==> config.mk <==
export PLATFORM = sky130hd
export DESIGN_NAME = rtc_i2c_target
export DESIGN_NICKNAME = d
export VERILOG_FILES = /design/src/rtl/rtc_i2c_pkg.sv /design/src/rtl/rtc_reg_mem.sv /design/src/rtl/rtc_i2c_target.sv
export SDC_FILE = /design/constraint.sdc
export NUM_CORES = 2
export LEC_CHECK = 0
export ABC_AREA = 1
export BUFFER_PORTS_ARGS = -buffer_cell sky130_fd_sc_hd__buf_2
export CAP_MARGIN = 20
export CELL_PAD_IN_SITES_DETAIL_PLACEMENT = 0
export CELL_PAD_IN_SITES_GLOBAL_PLACEMENT = 2
export CORE_MARGIN = 4
export CORE_UTILIZATION = 30
export DETAILED_ROUTE_END_ITERATION = 8
export PLACE_DENSITY_LB_ADDON = 0.1
export SYNTH_ARGS = -nofsm -noshare
export SYNTH_HDL_FRONTEND = slang
export SYNTH_SLANG_ARGS = --single-unit
==> constraint.sdc <==
create_clock -name clk -period 4.8 [get_ports clk]
set_input_delay 0.48 -clock clk [delete_from_list [all_inputs] [get_ports clk]]
set_output_delay 0.48 -clock clk [all_outputs]
set_load 0.1 [all_outputs]
==> src/rtl/rtc_i2c_pkg.sv <==
// Shared constants and carrier types for the two-wire register target.
// Assumes one clock domain at 25 MHz; bus pins arrive asynchronously.
package rtc_i2c_pkg;

    localparam logic [6:0] BUS_ADDR      = 7'h68;
    localparam logic [7:0] PTR_RESET     = 8'h00;
    localparam logic [3:0] BIT_LAST      = 4'h7;
    localparam logic [3:0] BIT_ACK       = 4'h8;
    localparam int         REG_COUNT     = 256;
    localparam logic [7:0] MEM_RESET     = 8'h00;

    // Bus write and read request toward the register store
    typedef struct packed {
        logic       wrEn;
        logic [7:0] addr;
        logic [7:0] wrData;
    } regReq_t;

    typedef enum logic [4:0] {
        ST_IDLE = 5'b00001,
        ST_ADDR = 5'b00010,
        ST_PTR  = 5'b00100,
        ST_WDAT = 5'b01000,
        ST_RDAT = 5'b10000
    } busState_t;

endpackage

==> src/rtl/rtc_reg_mem.sv <==
// Register store of the target: 256 bytes, registered read data.
// Assumes requests from the bus engine on the same clock.
`timescale 1ns/100ps
module rtc_reg_mem
    import rtc_i2c_pkg::*;
(
    input  wire logic       clk,
    input  wire regReq_t    req,
    output logic [7:0]      rdData
);
    logic [7:0] mem [REG_COUNT];

    always_ff @(posedge clk) begin
        if (req.wrEn) begin
            mem[req.addr] <= req.wrData;
        end
    end

    always_ff @(posedge clk) begin
        rdData <= mem[req.addr];
    end
endmodule // rtc_reg_mem

==> src/rtl/rtc_i2c_target.sv <==
// Two-wire target: address decode, register pointer, byte write and read.
// Assumes SCL and SDA are external open-drain lines sampled by clk.
`timescale 1ns/100ps
module rtc_i2c_target
    import rtc_i2c_pkg::*;
(
    input  wire logic clk,
    input  wire logic rst_n,
    input  wire logic sclIn,
    input  wire logic sdaIn,
    output logic      sdaOut,
    output logic      sdaOe
);
    logic [1:0] sclSync_r;
    logic [1:0] sdaSync_r;
    logic       sclPrev_r;
    logic       sdaPrev_r;
    busState_t  state_r;
    logic [3:0] bitCnt_r;
    logic [7:0] shift_r;
    logic [7:0] ptr_r;
    logic       drive_r;
    logic       ackPhase_r;
    logic [7:0] rdData;
    regReq_t    req;

    wire scl      = sclSync_r[1];
    wire sda      = sdaSync_r[1];
    wire sclRise  = scl & ~sclPrev_r;
    wire sclFall  = ~scl & sclPrev_r;
    wire startCnd = scl & sclPrev_r & sdaPrev_r & ~sda;
    wire stopCnd  = scl & sclPrev_r & ~sdaPrev_r & sda;
    wire byteDone = sclRise & (bitCnt_r == BIT_LAST);
    wire [7:0] rxByte = {shift_r[6:0], sda};
    wire ackRise  = sclRise & (bitCnt_r == BIT_ACK);
    // Ninth clock answered by the controller, not our own acknowledge
    wire txAckRise = ackRise & ~ackPhase_r;

    always_ff @(posedge clk) begin
        if (!rst_n) begin
            sclSync_r <= 2'h3;
            sdaSync_r <= 2'h3;
            sclPrev_r <= 1'b1;
            sdaPrev_r <= 1'b1;
        end else begin
            sclSync_r <= {sclSync_r[0], sclIn};
            sdaSync_r <= {sdaSync_r[0], sdaIn};
            sclPrev_r <= sclSync_r[1];
            sdaPrev_r <= sdaSync_r[1];
        end
    end

    // Bit counter: 0..7 data, 8 acknowledge; advances on SCL fall.
    // START parks it on the ack slot so the fall after START opens bit 0.
    always_ff @(posedge clk) begin
        if (!rst_n) begin
            bitCnt_r <= 4'h0;
        end else if (startCnd) begin
            bitCnt_r <= BIT_ACK;
        end else if (sclFall) begin
            bitCnt_r <= (bitCnt_r == BIT_ACK) ? 4'h0 : bitCnt_r + 4'h1;
        end
    end

    always_ff @(posedge clk) begin
        if (!rst_n) begin
            state_r <= ST_IDLE;
        end else if (startCnd) begin
            state_r <= ST_ADDR;
        end else if (stopCnd) begin
            state_r <= ST_IDLE;
        end else begin
            unique case (state_r)
                ST_IDLE: state_r <= ST_IDLE;
                ST_ADDR: if (byteDone) begin
                    if (rxByte[7:1] != BUS_ADDR) begin
                        state_r <= ST_IDLE;
                    end else if (rxByte[0]) begin
                        state_r <= ST_RDAT;
                    end else begin
                        state_r <= ST_PTR;
                    end
                end
                ST_PTR:  if (byteDone) state_r <= ST_WDAT;
                ST_WDAT: state_r <= ST_WDAT;
                ST_RDAT: if (txAckRise && sda) begin
                    state_r <= ST_IDLE;
                end
            endcase
        end
    end

    // Receive shift register, MSB first
    always_ff @(posedge clk) begin
        if (!rst_n) begin
            shift_r <= 8'h00;
        end else if (sclRise && bitCnt_r <= BIT_LAST) begin
            shift_r <= rxByte;
        end
    end

    // Pointer survives transfers; only writes and reads move it
    always_ff @(posedge clk) begin
        if (!rst_n) begin
            ptr_r <= PTR_RESET;
        end else if (byteDone && state_r == ST_PTR) begin
            ptr_r <= rxByte;
        end else if (byteDone && state_r == ST_WDAT) begin
            ptr_r <= ptr_r + 8'h01;
        end else if (txAckRise && state_r == ST_RDAT) begin
            ptr_r <= ptr_r + 8'h01;
        end
    end

    always_comb begin
        req.addr   = ptr_r;
        req.wrData = rxByte;
        req.wrEn   = byteDone && state_r == ST_WDAT;
    end

    rtc_reg_mem u_mem (
        .clk    (clk),
        .req    (req),
        .rdData (rdData)
    );

    // Set when the byte just received is ours to acknowledge; decided
    // before the state moves on, so a read address is acked as well
    always_ff @(posedge clk) begin
        if (!rst_n || startCnd || stopCnd) begin
            ackPhase_r <= 1'b0;
        end else if (byteDone) begin
            ackPhase_r <= state_r == ST_PTR || state_r == ST_WDAT ||
                (state_r == ST_ADDR && rxByte[7:1] == BUS_ADDR);
        end
    end

    // SDA driver: low for acknowledge, read data bits otherwise
    always_ff @(posedge clk) begin
        if (!rst_n || startCnd || stopCnd) begin
            drive_r <= 1'b0;
        end else if (sclFall) begin
            if (bitCnt_r == BIT_LAST) begin
                drive_r <= ackPhase_r;
            end else if (state_r == ST_RDAT && bitCnt_r == BIT_ACK) begin
                drive_r <= ~rdData[7];
            end else if (state_r == ST_RDAT && bitCnt_r < BIT_LAST) begin
                drive_r <= ~rdData[3'h6 - bitCnt_r[2:0]];
            end else begin
                drive_r <= 1'b0;
            end
        end
    end

    always_ff @(posedge clk) begin
        if (!rst_n) begin
            sdaOut <= 1'b0;
            sdaOe  <= 1'b0;
        end else begin
            sdaOut <= 1'b0;
            sdaOe  <= drive_r;
        end
    end

    a_addr_ack: assert property (@(posedge clk) disable iff (!rst_n)
        (state_r == ST_ADDR && byteDone && rxByte[7:1] == BUS_ADDR)
        |-> ##[1:400] drive_r)
        else $error("address match not acknowledged");

    a_ptr_load: assert property (@(posedge clk) disable iff (!rst_n)
        (state_r == ST_PTR && byteDone && !startCnd && !stopCnd)
        |=> ptr_r == $past(rxByte))
        else $error("pointer not loaded");

    a_wr_inc: assert property (@(posedge clk) disable iff (!rst_n)
        (state_r == ST_WDAT && byteDone)
        |=> ptr_r == $past(ptr_r) + 8'h01)
        else $error("pointer not advanced on write");

    a_rd_inc: assert property (@(posedge clk) disable iff (!rst_n)
        (state_r == ST_RDAT && txAckRise)
        |=> ptr_r == $past(ptr_r) + 8'h01)
        else $error("pointer not advanced on read");

    a_nack_end: assert property (@(posedge clk) disable iff (!rst_n)
        (state_r == ST_RDAT && txAckRise && sda && !startCnd && !stopCnd)
        |=> state_r == ST_IDLE)
        else $error("read not ended by nack");

    a_start_go: assert property (@(posedge clk) disable iff (!rst_n)
        startCnd |=> state_r == ST_ADDR && bitCnt_r == BIT_ACK)
        else $error("start not recognised");

    a_stop_end: assert property (@(posedge clk) disable iff (!rst_n)
        (stopCnd && !startCnd) |=> state_r == ST_IDLE ##1 !sdaOe)
        else $error("stop not ending transfer");

    a_idle_quiet: assert property (@(posedge clk) disable iff (!rst_n)
        (state_r == ST_IDLE && $past(state_r) == ST_IDLE &&
         $past(state_r, 2) == ST_IDLE) |-> !sdaOe)
        else $error("line driven while idle");

    a_bad_addr: assert property (@(posedge clk) disable iff (!rst_n)
        (state_r == ST_ADDR && byteDone && rxByte[7:1] != BUS_ADDR &&
         !startCnd && !stopCnd) |=> state_r == ST_IDLE)
        else $error("foreign address accepted");
endmodule // rtc_i2c_target

==> run_results.csv <==
group,metric,value,unit
status,outcome,"completed",
detailed_routing,wl_per_cell,23.0,um
pwr,p_leak,0.0398,uW
clock_tree,cts_resized,0,
worst_setup_path,r2r-start,"sclSync_r[1]",
job,max-cap-violations,0,
global_routing,grt_remaining_overflow,0,
worst_setup_path,cp.arrival,4710,ps
final_layout,drive_gt1_share,6.62,%
pwr,power,37900,uW
final_layout,area_delta_synth_final,14.6,%
yosys,netlist_area,88700,um2
worst_setup_path,end_kind,"flop",
yosys,ys_seq_area_share,70.3,%
floorplanning,die_h,552,um
worst_setup_path,cp-start-kind,"flop",
final_layout,n_fill_cell,29700,
floorplanning,row_count,199,
detailed_routing,drt_pre_antenna_iters,5,
timing,hold_viol,0,
final_layout,final_nets,8701,
clock_tree,cts_made_buffers,242,
clock_tree,cts_htree_levels,4,
floorplanning,core_area,294000,um2
global_routing,grt_pass1_wl,424000,um
worst_setup_path,crit_fanout,14,
timing,setup_viol,0,
final_layout,most-common-layout-cells,"3397 x nand2_1, 2048 x edfxtp_1, 919 x nor2_1",
timing,clock.fmax,236,MHz
yosys,avgSynthCellArea,10.2,um2
detailed_routing,drtAntennaViolNets,0,
placed_design,placed_cell_area,94000,um2
placed_design,place_hpwl,169000,um
detailed_routing,remaining_drc_errors,0,
placed_design,place_inst,12400,
detailed_routing,wl,294000,um
worst_setup_path,endpoint,"u_mem.mem[40][5]",
global_routing,grt_max_degree,160,
yosys,synth_warnings,0,
final_layout,multi_input_area,21500,um2
timing,rsz0062_at_grt,"false",
floorplanning,start_util,30.2,%
clock_tree,clkSinkCount,2089,
worst_setup_path,regToRegSetupSlack,560,ps
pwr,peakVddDrop,0.294,mV
timing,fin_crit,4240,ps
timing,period_share,88.3,%
timing,tightestPinTransition,1070,ps
pwr,power_density,373,nW/um2
detailed_routing,vias,58600,
clock_tree,clk_latency,890,ps
timing,slew_violations,0,
worst_setup_path,worstPathRequired,5270,ps
clock_tree,cts_buffer_depth,4,
worst_hold_path,hp-class,"in -> reg",
floorplanning,ios,6,
global_routing,grt_use_total,19.0,%
yosys,synth.net_count,8684,
worst_setup_path,critPathKind,"reg -> reg",
placed_design,gp_congestion,0.766,
placed_design,io_buffers,4,
worst_setup_path,crit_start,"sclSync_r[1]",
timing,worst_slack,560,ps
clock_tree,cts-root-buf,"clkbuf_16",
global_routing,grt_antenna_before_repair,27,
detailed_routing,first_iter_violations,4536,
timing,slew_headroom,28.7,%
global_routing,grt_pass1_vias,58100,
detailed_routing,viasPerCell,4.58,
yosys,synth_seq_cells,2089,
clock_tree,tritoncts,"done",
timing,clock_skew,57.9,ps
yosys,syn_inst,8673,
floorplanning,die_area,304000,um2
final_layout,ff_latch_area,62400,um2
worst_hold_path,min_path_cells,3,
placed_design,pre_cts_ws,555,ps
worst_setup_path,reg2reg_depth,9,
timing,fin_tns_setup,0,ps
clock_tree,clkTransAtPathRegs,60,ps
final_layout,final_cells,12800,
final_layout,layout_commonest_cell,"nand2_1",
floorplanning,die_w,552,um
final_layout,final_cell_area,102000,um2
yosys,synth.distinct_cells,31,
worst_setup_path,r2r-end,"u_mem.mem[40][5]",
## cell type report
type / instances / share of cell area (%)
multi-input combinational: 5343 / 21.2
clock inverter: 123 / 1.15
sequential: 2089 / 61.4
tap: 3919 / 4.83
inverter: 793 / 2.95
clock buffer: 304 / 6.23
timing repair buffer: 221 / 2.25
antenna: 7 / 0.0172
## power by group
part           switching [uW]  internal (uW)  total [uW]
registers                19.3          19800       19900
clock network            7590          10300       17900
logic                     176           20.5         197
## flip-flops by register name (all words and copies together), names as in the netlist, 2 cells and up
register      flops
u_mem.mem      2048
ptr_r             8
sdaSync_r         2
state_r           5
bitCnt_r          4
shift_r           7
u_mem.rdData      8
sclSync_r         2
## metal layers
layer  vias up  track usage [%]  part of all wire (%)
met3       320             1.96                   3.9
met5         -                0                     0
li1      28200                -                     -
met2      1109             31.1                    47
met1     29000             27.4                    48
met4         0             4.05                   2.0
## how the worst min path moves through the flow
stage	from	slack, ps	end
floorplan	sdaSync_r[0]	390	sdaSync_r[1]
global placement	sdaSync_r[0]	410	sdaSync_r[1]
detailed placement	sdaSync_r[0]	400	sdaSync_r[1]
CTS	sdaIn	250	sdaSync_r[0]
global route	sdaIn	310	sdaSync_r[0]
finish	sdaIn	340	sdaSync_r[0]
## per-stage QoR
stage / hold WS [ps] / utilization [%]
floorplan: 392 / -
global placement: 411 / 32.0
detailed placement: 404 / 32.0
CTS: 246 / 34.5
global route: 308 / 34.5
finish: 337 / 34.5
## cell usage after synthesis
cell      instances  area share [%]
conb_1            1          0.0042
buf_4            13            0.11
nor3_2            3           0.034
nor2_1          925             3.9
nand3_1         357             2.0
buf_1            32            0.14
dfxtp_1          41            0.93
o21ai_1         257             1.5
a211oi_1          4           0.034
nand2_1        3413              14
nand4_1           4           0.028
o22ai_1           1          0.0071
a211o_1           1          0.0099
buf_6             3           0.038
xor2_1            5           0.049
nor2_2            1          0.0071
o211ai_1          2           0.017
or2_2             4           0.028
ha_1              7           0.099
o21bai_1          1          0.0085
o21ai_0         326             1.8
buf_2           142            0.80
edfxtp_1       2048              69
clkbuf_1        258             1.1
clkinv_1          1          0.0042
nor4_1            1          0.0071
inv_2             2          0.0085
a31oi_1           3           0.021
nor3_1            6           0.034
a21oi_1          21            0.12
inv_1           790             3.3
## what timing repair did
| item | in CTS | in global routing |
|---|---|---|
| endpoints found under the hold margin | 13 | 0 |
| buffers inserted | 0 | 0 |
| hold buffers | 3 | 0 |
## kinds of logic (layout without fill, tap and decap cells)
| kind of cell | Yosys count | in the layout | synth area share, % |
|---|---|---|---|
| compound gates | 616 | 616 | 3.51 |
| flops | 2089 | 2089 | 70.3 |
| simple gates | 4714 | 4714 | 20.5 |
| fa+ha+maj | 7 | 7 | 0.0988 |
| xor+xnor | 5 | 5 | 0.0494 |
| other cells | 1 | 8 | 0.00423 |
| buf+inv | 1241 | 1441 | 5.53 |
## worst max-delay path, cell delays in order (launching register included)
cell     delay, ps
dfxtp_1        380
inv_1          100
nor2_2         150
nand2_1        260
nor2_1         270
nand2_1        290
nor3_2         730
nand2_1        760
buf_4          380
nor2_1         490
No activity file was read; power rests on OpenSTA's default activity.
